==> src/cfs_pkg.sv <==
// Operation
// - identifier is two bytes; upper byte 3f root, 7f first-level, 5f second-level directory.
// - data file upper byte names its parent: 2f root, 6f first-level, 4f second-level.
// - no identifier repeats among siblings or between a file and any ancestor.
// - after reset the root file is selected and is the current directory.
// - selecting a directory or root sets current directory and clears current data file.
// - selecting a data file makes it current; its parent becomes current directory.
// - selectable: children, sibling directories, parent, current directory itself, and root.
// - reselecting the most recently selected file is always accepted.
// - application command runs only when owned by the current directory.
// - byte-sequence access uses offset plus count; offset 0000 is the first body byte.
// - fixed-record files hold equal records numbered from 1; header keeps length and size.
// - pointer unset allows first/last; set allows current, next unless last, previous unless first.
// - search starts from file start, after pointer, file end, or before pointer.
// - an aborted record action restores the pointer it held before the action.
// - record files hold at most 255 records of at most 255 bytes.
// - key files are reached only by absolute record number.
// - a full cyclic file stores the next entry over the oldest record.
// - cyclic stepping wraps from record n to 1 and from 1 to n.
// - cyclic record 1 holds the newest data, record n the oldest.
// - cyclic updates use previous addressing only; reads use next, previous, current, number.
// - selecting a cyclic file points at the record updated last.
// - header attributes of the selected file are returned by response and status; status gives the current directory fid and kind, data file sizes.
package cfs_pkg;

    localparam int          CFS_IDX_W    = 4;
    localparam logic [15:0] ROOT_FID     = 16'h3f00;
    localparam logic [7:0]  TAG_ROOT     = 8'h3f;
    localparam logic [7:0]  TAG_DIR1     = 8'h7f;
    localparam logic [7:0]  TAG_DIR2     = 8'h5f;
    localparam logic [7:0]  TAG_DATA_RT  = 8'h2f;
    localparam logic [7:0]  TAG_DATA_D1  = 8'h6f;
    localparam logic [7:0]  TAG_DATA_D2  = 8'h4f;
    localparam logic [7:0]  FIRST_REC    = 8'h01;
    localparam logic [15:0] FIRST_OFFSET = 16'h0000;

    typedef enum logic [1:0] {K_ROOT, K_DIR1, K_DIR2, K_DATA} cfs_kind_e;
    typedef enum logic [1:0] {S_BYTES, S_LINEAR, S_KEYED, S_CYCLIC} cfs_struc_e;
    typedef enum logic [2:0] {
        OP_SELECT, OP_STATUS, OP_CREATE, OP_RECORD, OP_BYTES, OP_COMMIT, OP_ABORT, OP_APP_CHECK
    } cfs_op_e;
    typedef enum logic [3:0] {
        M_ABS, M_FIRST, M_LAST, M_NEXT, M_PREV, M_CUR, M_SK_START, M_SK_AFTER, M_SK_END, M_SK_BEFORE
    } cfs_mode_e;

    typedef struct packed {
        logic                 valid;
        logic [15:0]          fid;
        logic [CFS_IDX_W-1:0] parent;
        cfs_kind_e            kind;
        cfs_struc_e           struc;
        logic [7:0]           rec_len;
        logic [7:0]           rec_cnt;
        logic [15:0]          body_len;
        logic [7:0]           base;
    } cfs_entry_s;

    typedef struct packed {
        logic        valid;
        cfs_op_e     op;
        cfs_mode_e   mode;
        logic        update;
        logic [15:0] fid;
        logic [7:0]  rec_num;
        logic [15:0] offset;
        logic [7:0]  count;
        cfs_struc_e  struc;
        logic [7:0]  rec_len;
        logic [7:0]  rec_cnt;
        logic [15:0] body_len;
    } cfs_req_s;

    typedef struct packed {
        logic        done;
        logic        ok;
        logic [15:0] fid;
        cfs_kind_e   kind;
        cfs_struc_e  struc;
        logic [7:0]  rec_len;
        logic [15:0] file_size;
        logic [15:0] body_len;
        logic [7:0]  rec_log;
        logic [7:0]  rec_phys;
        logic        seek;
        logic        seek_bwd;
    } cfs_rsp_s;

endpackage : cfs_pkg

==> src/cfs_card_file_selector.sv <==
`timescale 1ns/100ps
module cfs_card_file_selector #(
    parameter int N_FILES = 16
) (
    clk,
    srst,
    req,
    rsp,
    cur_dir_fid,
    cur_ef_fid,
    ef_selected
);
    import cfs_pkg::*;

    input  wire logic             clk;
    input  wire logic             srst;
    input  wire cfs_pkg::cfs_req_s req;
    output cfs_pkg::cfs_rsp_s     rsp;
    output logic [15:0]           cur_dir_fid;
    output logic [15:0]           cur_ef_fid;
    output logic                  ef_selected;

    typedef logic [CFS_IDX_W-1:0] cfs_idx_t;

    typedef struct packed {
        cfs_entry_s [N_FILES-1:0] tbl;
        cfs_idx_t                 used;
        cfs_idx_t                 cur_dir;
        cfs_idx_t                 cur_ef;
        logic                     ef_valid;
        cfs_idx_t                 last_sel;
        logic [7:0]               ptr;
        logic                     ptr_set;
        logic [7:0]               sav_ptr;
        logic                     sav_set;
        logic                     pend_rot;
        cfs_rsp_s                 rsp;
    } cfs_state_s;

    cfs_state_s st_q;
    cfs_state_s st_d;

    ////////////////////////////////////////////////////////////////////////////
    // parallel identifier match over the whole file table

    cfs_entry_s       cd_e;
    cfs_entry_s       ef_e;
    cfs_idx_t         anc1;
    cfs_idx_t         anc2;
    logic [N_FILES-1:0] sel_hit;
    logic [N_FILES-1:0] dup_hit;

    assign cd_e = st_q.tbl[st_q.cur_dir];
    assign ef_e = st_q.tbl[st_q.cur_ef];
    assign anc1 = cd_e.parent;
    assign anc2 = st_q.tbl[anc1].parent;

    for (genvar i = 0; i < N_FILES; i++) begin : g_match
        localparam cfs_idx_t I = CFS_IDX_W'(i);
        cfs_entry_s e;
        logic       same;
        assign e    = st_q.tbl[i];
        assign same = e.valid && (e.fid == req.fid);
        assign sel_hit[i] = same && ((e.parent == st_q.cur_dir)
                          || (e.kind != K_DATA && st_q.cur_dir != '0 && e.parent == anc1 && I != '0)
                          || I == anc1 || I == st_q.cur_dir || I == '0
                          || I == st_q.last_sel);
        assign dup_hit[i] = same && ((e.parent == st_q.cur_dir && I != '0)
                          || I == st_q.cur_dir || I == anc1 || I == anc2);
    end

    function automatic cfs_idx_t first_hit(input logic [N_FILES-1:0] v);
        cfs_idx_t r;
        r = '0;
        for (int k = N_FILES - 1; k >= 0; k--) begin
            if (v[k]) begin
                r = CFS_IDX_W'(k);
            end
        end
        return r;
    endfunction : first_hit

    // logical record to stored slot, rotated so record 1 is always newest
    function automatic logic [7:0] to_phys(input logic [7:0] base, input logic [7:0] lg, input logic [7:0] n);
        logic [8:0] s;
        s = {1'b0, base} + {1'b0, lg} - 9'h001;
        if (s >= {1'b0, n}) begin
            s = s - {1'b0, n};
        end
        return 8'(s + 9'h001);
    endfunction : to_phys

    ////////////////////////////////////////////////////////////////////////////
    // next state

    always_comb begin
        cfs_idx_t   t;
        cfs_entry_s te;
        cfs_entry_s ne;
        logic [7:0] n;
        logic [7:0] tgt;
        logic       rok;
        logic       cyc;
        logic       kok;
        logic [7:0] tag;
        logic [16:0] span;
        t    = first_hit(sel_hit);
        te   = st_q.tbl[t];
        ne   = '0;
        n    = ef_e.rec_cnt;
        tgt  = '0;
        rok  = 1'b0;
        cyc  = (ef_e.struc == S_CYCLIC);
        kok  = 1'b0;
        tag  = req.fid[15:8];
        span = {1'b0, req.offset} + {9'h000, req.count};
        st_d = st_q;
        st_d.rsp = '0;

        if (req.valid) begin
            st_d.rsp.done = 1'b1;
            unique case (req.op)
                OP_SELECT: begin
                    if (|sel_hit) begin
                        st_d.rsp.ok   = 1'b1;
                        st_d.last_sel = t;
                        st_d.ptr      = FIRST_REC;
                        st_d.ptr_set  = (te.kind == K_DATA) && (te.struc == S_CYCLIC);
                        st_d.pend_rot = 1'b0;
                        if (te.kind == K_DATA) begin
                            st_d.cur_ef   = t;
                            st_d.cur_dir  = te.parent;
                            st_d.ef_valid = 1'b1;
                        end else begin
                            st_d.cur_dir  = t;
                            st_d.ef_valid = 1'b0;
                        end
                        st_d.rsp.fid       = te.fid;
                        st_d.rsp.kind      = te.kind;
                        st_d.rsp.struc     = te.struc;
                        st_d.rsp.rec_len   = te.rec_len;
                        st_d.rsp.file_size = 16'(te.rec_len) * 16'(te.rec_cnt);
                        st_d.rsp.body_len  = te.body_len;
                    end
                    // otherwise nothing moves
                end
                OP_STATUS: begin
                    st_d.rsp.ok        = 1'b1;
                    st_d.rsp.fid       = cd_e.fid;
                    st_d.rsp.kind      = cd_e.kind;
                    st_d.rsp.struc     = ef_e.struc;
                    st_d.rsp.rec_len   = st_q.ef_valid ? ef_e.rec_len : '0;
                    st_d.rsp.file_size = st_q.ef_valid ? 16'(ef_e.rec_len) * 16'(ef_e.rec_cnt) : '0;
                    st_d.rsp.body_len  = st_q.ef_valid ? ef_e.body_len : '0;
                    st_d.rsp.rec_log   = st_q.ptr;
                end
                OP_CREATE: begin
                    unique case (cd_e.kind)
                        K_ROOT:  kok = (tag == TAG_DIR1) || (tag == TAG_DATA_RT);
                        K_DIR1:  kok = (tag == TAG_DIR2) || (tag == TAG_DATA_D1);
                        K_DIR2:  kok = (tag == TAG_DATA_D2);
                        K_DATA:  kok = 1'b0;
                    endcase
                    ne.valid    = 1'b1;
                    ne.fid      = req.fid;
                    ne.parent   = st_q.cur_dir;
                    ne.kind     = (tag == TAG_DIR1) ? K_DIR1 : (tag == TAG_DIR2) ? K_DIR2 : K_DATA;
                    ne.struc    = req.struc;
                    ne.rec_len  = req.rec_len;
                    ne.rec_cnt  = req.rec_cnt;
                    ne.body_len = (req.struc == S_BYTES) ? req.body_len : 16'(req.rec_len) * 16'(req.rec_cnt);
                    if (ne.kind == K_DATA && req.struc != S_BYTES && (req.rec_len == '0 || req.rec_cnt == '0)) begin
                        kok = 1'b0;
                    end
                    if (kok && !(|dup_hit) && st_q.used != cfs_idx_t'(N_FILES - 1)
                        && tag != TAG_ROOT) begin
                        st_d.rsp.ok = 1'b1;
                        st_d.tbl[st_q.used + cfs_idx_t'(1)] = ne;
                        st_d.used   = st_q.used + cfs_idx_t'(1);
                        st_d.rsp.fid = req.fid;
                    end
                end
                OP_RECORD: begin
                    unique case (req.mode)
                        M_ABS: begin
                            rok = req.rec_num >= FIRST_REC && req.rec_num <= n;
                            tgt = req.rec_num;
                        end
                        M_FIRST, M_SK_START: begin
                            rok = !st_q.ptr_set || req.mode == M_SK_START;
                            tgt = FIRST_REC;
                        end
                        M_LAST, M_SK_END: begin
                            rok = !st_q.ptr_set || req.mode == M_SK_END;
                            tgt = n;
                        end
                        M_NEXT, M_SK_AFTER: begin
                            rok = st_q.ptr_set && (st_q.ptr < n || (cyc && req.mode == M_NEXT));
                            tgt = (st_q.ptr < n) ? 8'(st_q.ptr + FIRST_REC) : FIRST_REC;
                        end
                        M_PREV, M_SK_BEFORE: begin
                            rok = st_q.ptr_set && (st_q.ptr > FIRST_REC || (cyc && req.mode == M_PREV));
                            tgt = (st_q.ptr > FIRST_REC) ? 8'(st_q.ptr - FIRST_REC) : n;
                        end
                        M_CUR: begin
                            rok = st_q.ptr_set;
                            tgt = st_q.ptr;
                        end
                        default: begin
                            rok = 1'b0;
                            tgt = '0;
                        end
                    endcase
                    if (ef_e.struc == S_KEYED && req.mode != M_ABS) begin
                        rok = 1'b0;
                    end
                    if (cyc && req.update) begin
                        rok = (req.mode == M_PREV);
                        tgt = n;
                    end
                    if (!st_q.ef_valid || ef_e.struc == S_BYTES) begin
                        rok = 1'b0;
                    end
                    if (rok) begin
                        st_d.rsp.ok       = 1'b1;
                        st_d.sav_ptr      = st_q.ptr;
                        st_d.sav_set      = st_q.ptr_set;
                        st_d.ptr          = tgt;
                        st_d.ptr_set      = 1'b1;
                        st_d.pend_rot     = cyc && req.update;
                        st_d.rsp.rec_log  = tgt;
                        st_d.rsp.rec_phys = cyc ? to_phys(ef_e.base, tgt, n) : tgt;
                        st_d.rsp.rec_len  = ef_e.rec_len;
                        st_d.rsp.seek     = req.mode >= M_SK_START;
                        st_d.rsp.seek_bwd = req.mode == M_SK_END || req.mode == M_SK_BEFORE;
                    end
                end
                OP_BYTES: begin
                    if (st_q.ef_valid && ef_e.struc == S_BYTES && span <= {1'b0, ef_e.body_len}) begin
                        st_d.rsp.ok       = 1'b1;
                        st_d.rsp.body_len = ef_e.body_len;
                        st_d.rsp.file_size = req.offset - FIRST_OFFSET;
                    end
                end
                OP_COMMIT: begin
                    st_d.rsp.ok   = 1'b1;
                    st_d.pend_rot = 1'b0;
                    if (st_q.pend_rot) begin
                        // slot of old record n becomes record 1, newest first
                        st_d.tbl[st_q.cur_ef].base = (ef_e.base == '0) ? 8'(n - FIRST_REC)
                                                                         : 8'(ef_e.base - FIRST_REC);
                        st_d.ptr = FIRST_REC;
                    end else if (req.rec_num != '0 && req.rec_num <= n) begin
                        st_d.ptr = req.rec_num;
                    end
                    st_d.sav_ptr = st_d.ptr;
                    st_d.sav_set = st_q.ptr_set;
                end
                OP_ABORT: begin
                    st_d.rsp.ok   = 1'b1;
                    st_d.ptr      = st_q.sav_ptr;
                    st_d.ptr_set  = st_q.sav_set;
                    st_d.pend_rot = 1'b0;
                end
                OP_APP_CHECK: begin
                    st_d.rsp.ok  = (req.fid == cd_e.fid);
                    st_d.rsp.fid = cd_e.fid;
                end
            endcase
        end
    end

    ////////////////////////////////////////////////////////////////////////////
    // state register; root entry preloaded so it is selected from reset

    always_ff @(posedge clk) begin
        if (srst) begin
            st_q              <= '0;
            st_q.tbl[0].valid <= 1'b1;
            st_q.tbl[0].fid   <= ROOT_FID;
            st_q.tbl[0].kind  <= K_ROOT;
        end else begin
            st_q <= st_d;
        end
    end

    assign rsp         = st_q.rsp;
    assign cur_dir_fid = cd_e.fid;
    assign cur_ef_fid  = st_q.ef_valid ? ef_e.fid : '0;
    assign ef_selected = st_q.ef_valid;

endmodule : cfs_card_file_selector

==> config.mk <==
export PLATFORM = sky130hd
export DESIGN_NAME = cfs_card_file_selector
export DESIGN_NICKNAME = d
export VERILOG_FILES = /design/src/cfs_pkg.sv /design/src/cfs_card_file_selector.sv
export SDC_FILE = /design/constraint.sdc
export NUM_CORES = 2
export LEC_CHECK = 0
export BUFFER_PORTS_ARGS = -buffer_cell sky130_fd_sc_hd__clkbuf_2
export CORE_UTILIZATION = 62
export DETAILED_ROUTE_END_ITERATION = 6
export PLACE_DENSITY = 0.87
export SLEW_MARGIN = 20
export SYNTH_ARGS = -nofsm -noshare
export SYNTH_HDL_FRONTEND = slang
export SYNTH_SLANG_ARGS = --single-unit
==> constraint.sdc <==
create_clock -name clk -period 17.75 [get_ports clk]
set_clock_uncertainty 0.05 [all_clocks]
set_input_delay 0 -clock clk [delete_from_list [all_inputs] [get_ports clk]]
set_output_delay 0 -clock clk [all_outputs]
set_load 0.01 [all_outputs]
## Word-level counts from Yosys, hierarchy flattened

Index checks and enable logic that the tools add are counted.

| operators by class | value |
|---|---|
| $add $sub $neg | 10 |
| multipliers | 3 |
| magnitude comparators | 14 |
| equality and inequality tests | 157 |
| mux-type cells | 88 |
| bitwise operators | 3 |
| reduce and logical (&&, ||, !) cells | 253 |

Operator list:

| kind | number |
|---|---|
| 1040-bit bitwise mux | 2 |
| 1040-bit case mux with 2 select lines | 1 |
| 1044-bit two-way mux | 1 |
| 65-bit binary-select mux with 4-bit select | 4 |
| 1040-bit two-way mux | 1 |
| 65-bit demux with 4-bit select | 2 |
| 16-bit == test | 17 |
| 64-bit two-way mux | 3 |
| 4-bit == test (first input constant) | 32 |
| 8-bit two-way mux | 16 |
| 4-bit == test | 30 |
| 1-bit logical OR | 116 |
| 32-bit case mux with 3 select lines | 1 |
| 1-bit logical AND | 95 |
| 80-bit two-way mux | 1 |
| 4-bit two-way mux | 17 |
| 65-bit two-way mux | 1 |
| 3-bit by 4-bit == test with 1-bit output (first input constant) | 16 |
| 16-bit two-way mux | 4 |
| 61-bit two-way mux | 1 |
| 8-bit by 8-bit multiplier with 16-bit output | 3 |
| 48-bit two-way mux | 1 |
| 16-bit case mux with 3 select lines | 1 |
| 8-bit case mux with 6 select lines | 1 |
| other kinds (64) | 161 |

| storage, ports and cells | value |
|---|---|
| register bits | 1156 |
| input bits | 93 |
| output and inout port bits | 113 |
| word-level logic and storage cells | 694 |

## Logic depth before layout (Yosys ltp)

| logic depth | value |
|---|---|
| depth after elaboration | 31 |
| mapped depth | 45 |
| gate-level depth less buffers | 37 |

## Worst setup path after synthesis

Ideal clock, no wire load.

| timing | value |
|---|---|
| kind | register -> register |
| start | reg st_q[104] in the netlist's numbering |
| end | reg st_q, in the netlist rsp[6] |
| library setup time | 127 ps |
| arrival | 9515 ps |
| data required time | 17573 ps |
| path slack | 8058 ps |
| cell stages (with the launch flop) | 43 |
| buffers on the path | 8 |
| clock period less this slack | 9692 ps |
| cells stage by stage | dfxtp_1 buf_1 buf_2 buf_2 buf_2 buf_2 buf_1 mux4_2 mux4_2 clkbuf_1 inv_1 ha_1 and3_1 a21oi_1 o21ai_0 o41a_1 nand3b_1 nand2_1 (+7 left out) fa_1 xor2_1 ha_1 a21boi_0 o21ai_0 nand2b_1 a21o_1 a21o_1 o21bai_1 a211oi_1 clkbuf_1 mux2i_1 ha_1 nand2_1 nor2_1 xnor2_1 a21oi_1 nor2_1 |

| between the ends | value |
|---|---|
| longest elaborated chain between the ends | 17 |
| elaborated cells between the ends (all ways) | 41 |
| those cells by class | add/sub: 4; order compare: 3; eq/ne: 2; mux: 19; bitwise: 1; reduce/logical: 12 |

Ends and longest elaborated chain:

| what | RTL line | source |
|---|---|---|
| start: declaration | cfs_card_file_selector.sv:40 | `cfs_state_s st_q;` |
| start signal: assignment | cfs_card_file_selector.sv:283 | `st_q <= st_d;` |
| 65-bit binary-select mux with 4-bit select * | cfs_card_file_selector.sv:54 | `assign ef_e = st_q.tbl[st_q.cur_ef];` |
| 64-bit two-way mux (implied by the code) * | cfs_card_file_selector.sv:54 |  |
| 8-bit < comparator | cfs_card_file_selector.sv:198, cfs_card_file_selector.sv:199 |  |
| 8-bit two-way mux | cfs_card_file_selector.sv:199 | `tgt = (st_q.ptr < n) ? 8'(st_q.ptr + FIRST_REC) : FIRST_REC;` |
| 8-bit case mux with 6 select lines | cfs_card_file_selector.sv:184 | `unique case (req.mode)` |
| 8-bit two-way mux | cfs_card_file_selector.sv:217 | `if (cyc && req.update) begin` |
| 8-bit two-way mux | cfs_card_file_selector.sv:122 | `unique case (req.op)` |
| 8-bit two-way mux | cfs_card_file_selector.sv:120 | `if (req.valid) begin` |
| 8-bit by 8-bit adder with 9-bit output | cfs_card_file_selector.sv:86 | `s = {1'b0, base} + {1'b0, lg} - 9'h001;` |
| 9-bit by 1-bit subtractor with 9-bit output | cfs_card_file_selector.sv:86 |  |
| 8-bit subtractor or 9-bit by 8-bit >= comparator with 1-bit output (tied branches) | cfs_card_file_selector.sv:88, cfs_card_file_selector.sv:87 |  |
| 8-bit two-way mux | cfs_card_file_selector.sv:87 | `if (s >= {1'b0, n}) begin` |
| 8-bit two-way mux | cfs_card_file_selector.sv:224 | `if (rok) begin` |
| 8-bit two-way mux | cfs_card_file_selector.sv:122 |  |
| 8-bit two-way mux | cfs_card_file_selector.sv:120 |  |
| 8-bit by 1-bit adder with 8-bit output | cfs_card_file_selector.sv:90 | `return 8'(s + 9'h001);` |
| 8-bit two-way mux | cfs_card_file_selector.sv:232 | `st_d.rsp.rec_phys = cyc ? to_phys(ef_e.base, tgt, n) : tgt;` |

Mark *: on every way between the ends. The rest lies on a longest branch, timed or not. The select of a mux whose other input is x is not followed.
A chain may end at the register's enable or synchronous reset.

## Final worst setup path

| timing | value |
|---|---|
| start | reg st_q[108] in the netlist's numbering |
| end | reg st_q, in the netlist rsp[49] |

| between the ends | value |
|---|---|
| longest elaborated chain between the ends | 30 |
| elaborated cells between the ends (all ways) | 190 |
| those cells by class | mul: 1; eq/ne: 60; mux: 22; reduce/logical: 107 |

Ends and longest elaborated chain:

| what | RTL line | source |
|---|---|---|
| 65-bit binary-select mux with 4-bit select | cfs_card_file_selector.sv:53 | `assign cd_e = st_q.tbl[st_q.cur_dir];` |
| 64-bit two-way mux (implied by the code) | cfs_card_file_selector.sv:53 |  |
| 4-bit == test | cfs_card_file_selector.sv:65 | `\|\| (e.kind != K_DATA && st_q.cur_dir != '0 && e.parent == anc1 && I != '0)` |
| 1-bit logical AND | cfs_card_file_selector.sv:65 |  |
| 1-bit logical OR | cfs_card_file_selector.sv:65 |  |
| 1-bit logical OR (2 in series) | cfs_card_file_selector.sv:66 | `\|\| I == anc1 \|\| I == st_q.cur_dir \|\| I == '0` |
| 1-bit logical OR | cfs_card_file_selector.sv:67 | `\|\| I == st_q.last_sel);` |
| 1-bit logical AND | cfs_card_file_selector.sv:64 | `assign sel_hit[i] = same && ((e.parent == st_q.cur_dir)` |
| 4-bit two-way mux (16 in series) | cfs_card_file_selector.sv:76 | `if (v[k]) begin` |
| 65-bit binary-select mux with 4-bit select | cfs_card_file_selector.sv:108 | `te = st_q.tbl[t];` |
| 64-bit two-way mux (implied by the code) | cfs_card_file_selector.sv:108 |  |
| 8-bit by 8-bit multiplier with 16-bit output | cfs_card_file_selector.sv:142 | `st_d.rsp.file_size = 16'(te.rec_len) * 16'(te.rec_cnt);` |
| 61-bit two-way mux * | cfs_card_file_selector.sv:124 | `if (\|sel_hit) begin` |
| 32-bit case mux with 3 select lines * | cfs_card_file_selector.sv:122 |  |

Marks and branches as above.

==> impl_results.md <==
* Status: finished, violations left
* Violated checks: DRC
* Filler instances at 9461
* Final period util at 0.724
* GPL Wtd Cong at 1.08
* Crit path depth at 39
* RSZ-0062 raised after global routing: no
* CORE AREA at 128000 µm²
* Worst r2r src: st_q[108]
* Final ANT Viol Nets at 0
* CTS Buffer Depth at 3
* Syn Nets at 9314
* Worst path max stage delay at 0.82 ns
* Grt ovf at 0
* Mapped Cells at 8930
* Largest net degree at the start of global routing at 122
* Final #Nets at 9010
* EDFF count, synth at 0
* Most common cell after layout, fill and taps aside: nor2_1
* Reg2Reg Depth at 39
* Critical path arrival at 13.43 ns
* Post-synthesis sequential area ratio at 0.291
* Drt pass-1 iters at 7
* WL/cell at 31.4 µm
* Die ar. at 130000 µm²
* Cts repair resizes at 0
* Hold Path Class: in2reg
* Least-Margin Pin Slew at 1.23 ns
* Slew HR at 0.181
* Vias in the first global route at 71.8k
* Post-Place Cell Area at 80200 µm²
* Min-delay src: req[0]
* CTS H-tree lvls at 3
* VDD IR max at 0.000104 V
* Slowest stage cell, crit path: dfxtp_4
* Ys Warns at 0
* Post-route total power at 6.21 mW
* TritonCTS Sinks at 1156
* Clock Latency Late Sink at 0.80 ns
* Element type at the critical path start: flip-flop
* Critical Path End: rsp[49]
* Multi-input gate area at 51700 µm²
* Number of buffers inserted by port buffering at 205
* DR vias/cell at 7.21
* Crit path max-delay family: compound AO/OA/AOI/OAI gates
* MaxCap Viol Count at 0
* Initial core utilization at 0.624
* Cell Pwr Density at 72.5 nW/µm²
* Area growth from synthesis to layout at 7.68%
* Layout cells sized above 1 at 0.135
* DRC errors left at 26
* Final Hold Viols at 0
* First-pass GRT wire length at 473000 µm
* CTS Buf Count at 120
* Fmax at 77.8 MHz
* Via count at 75.0k
* CP max FO at 91
* Worst Setup End Kind: flip-flop
* Worst Hold Depth at 5
* Row cnt at 131
* Worst setup startpoint: st_q[108]
* Leak at 36.8 nW
* Crit path kind: reg2reg
* Boundary Pins at 206
* Async SR Flop Fraction at 0
* HPWL after detailed placement at 215000 µm
* Total GRT Usage at 0.486
* Setup_tns at 0 ns
* Clk slew on worst S/H paths at 0.07 ns
* Req. time, crit path at 18.34 ns
* Final WL at 327000 µm
* FF+latch count, synth at 1156
* R2r setup slk at 4.90 ns
* Post-synth cell types at 96
* Initial antenna violation count at 20
* Synth Area per Inst at 8.91 µm²
* Most frequent cells in the layout: nor2_1 (1171), dfxtp_1 (1148), mux2i_1 (1116)
* Max-slew violations at 0
* Synthesized cell area at 79600 µm²
* Design area at 85700 µm²
* Post-layout min period at 12.85 ns
* Chip Height at 360 µm
* Die width at 360 µm
* Predominant post-synthesis flop cell: dfxtp_1
* CP bufs+invs at 7
* RR Endpoint: rsp[49]
* CTS tree: yes
* FF/Latch Area at 23200 µm²
* Setup-failing EPs final at 0
* Initial drt markers at 12.5k
* CTS Root Cell: clkbuf_16
-- logic make-up (layout without fill, tap and decap cells) --
kind of cell / after synthesis / count (layout) / synth area share
multiplexers: 1618 / 1618 / 0.268
XOR/XNOR: 454 / 454 / 0.0500
other: 0 / 9 / 0
flip-flops: 1156 / 1156 / 0.291
adder cells (fa/ha/maj): 291 / 291 / 0.0562
buffers and inverters: 1196 / 998 / 0.0649
AO/OA/AOI/OAI: 1312 / 1312 / 0.105
AND/OR/NAND/NOR: 2903 / 2903 / 0.166
-- flip-flops by register name, indices dropped and copies added, names as in the netlist --
name	cells
ef_selected	1
st_q	35
rsp	80
g_match.e	1040
-- worst reg2reg max path, delay by kind of cell (launching register included) --
| kind | cells | cell delay, ns |
|---|---|---|
| buffers and inverters | 7 | 2.43 |
| flip-flops | 1 | 0.82 |
| XOR/XNOR | 1 | 0.09 |
| adder cells (fa/ha/maj) | 5 | 2.03 |
| multiplexers | 4 | 1.31 |
| AO/OA/AOI/OAI | 16 | 4.41 |
| AND/OR/NAND/NOR | 6 | 1.60 |
-- per-stage QoR --
step / setup slack [ns] / instances / util / hold WS, ns
floorplan: 8.06 / 8930 / - / 0.0860
global placement: 5.33 / 10100 / 0.629 / 0.195
detailed placement: 5.33 / 10100 / 0.629 / 0.201
CTS: 5.19 / 10400 / 0.671 / 0.00601
global route: 4.36 / 10400 / 0.672 / 0.0537
finish: 4.90 / 10400 / 0.672 / 0.000952
-- how the worst min path moves through the flow --
stage	endpoint	slack, ns
detailed placement	rsp[36]	0.20
CTS	rsp[40]	0.006
global route	g_match[1].e[8]	0.05
floorplan	rsp[35]	0.09
finish	g_match[13].e[8]	0.001
global placement	rsp[38]	0.20
-- cell type report --
| cell class | count | area share |
|---|---|---|
| inverters | 344 | 0.0151 |
| repair buffers | 426 | 0.0351 |
| multi-input cells | 6578 | 0.603 |
| clock inverters | 82 | 0.0133 |
| well taps | 1662 | 0.0243 |
| clock buffers | 146 | 0.0390 |
| diodes | 9 | 0.000263 |
| flip-flops and latches | 1156 | 0.270 |
-- report_power, final --
part / total [mW] / internal, mW / switching (mW)
sequential: 2.60 / 2.59 / 0.00454
clock: 2.89 / 1.67 / 1.22
combinational: 0.724 / 0.217 / 0.507
total: 6.21 / 4.48 / 1.73
-- Yosys cell counts (26+ instances only) --
cell type     n  area share
o21ai_0     186       0.012
mux2i_1    1117        0.14
o211ai_1     26      0.0025
buf_4        89      0.0084
ha_1        180       0.028
nand3_1     185       0.012
mux2_2      101       0.014
and2_1      150       0.012
mux4_2      397        0.11
nor4_1       86      0.0068
o21bai_1     30      0.0028
nand2b_1     43      0.0034
buf_2       172       0.011
or4_1        36      0.0034
a31oi_1      85      0.0067
xnor2_1     273       0.030
or3_1        53      0.0042
a221oi_1     26      0.0029
a211oi_1     45      0.0042
nor3_1       95      0.0060
nand4_1      65      0.0051
inv_1       341       0.016
a22o_1       43      0.0047
nand2_1     806       0.038
dfxtp_1    1156        0.29
nor2b_1      48      0.0038
clkbuf_1    511       0.024
nor2_1     1175       0.055
a21oi_1     539       0.034
xor2_1      181       0.020
a311oi_1     28      0.0031
fa_1        111       0.028
buf_1        63      0.0030
a21o_1       39      0.0037
-- routing by layer --
layer | vias up | GRT usage | wire length, µm
met5 | - | 0 | 186
met4 | 30 | 0.314 | 25400
met3 | 1809 | 0.178 | 50900
met2 | 6460 | 0.690 | 133000
met1 | 35800 | 0.619 | 117000
li1 | 30900 | - | -
-- timing repair --
action | in CTS | in global routing
hold buffers | 87 | 5
endpoints found under the hold margin | 635 | 58
buffers inserted | 0 | 0
No activity file was read; power rests on OpenSTA's default activity.
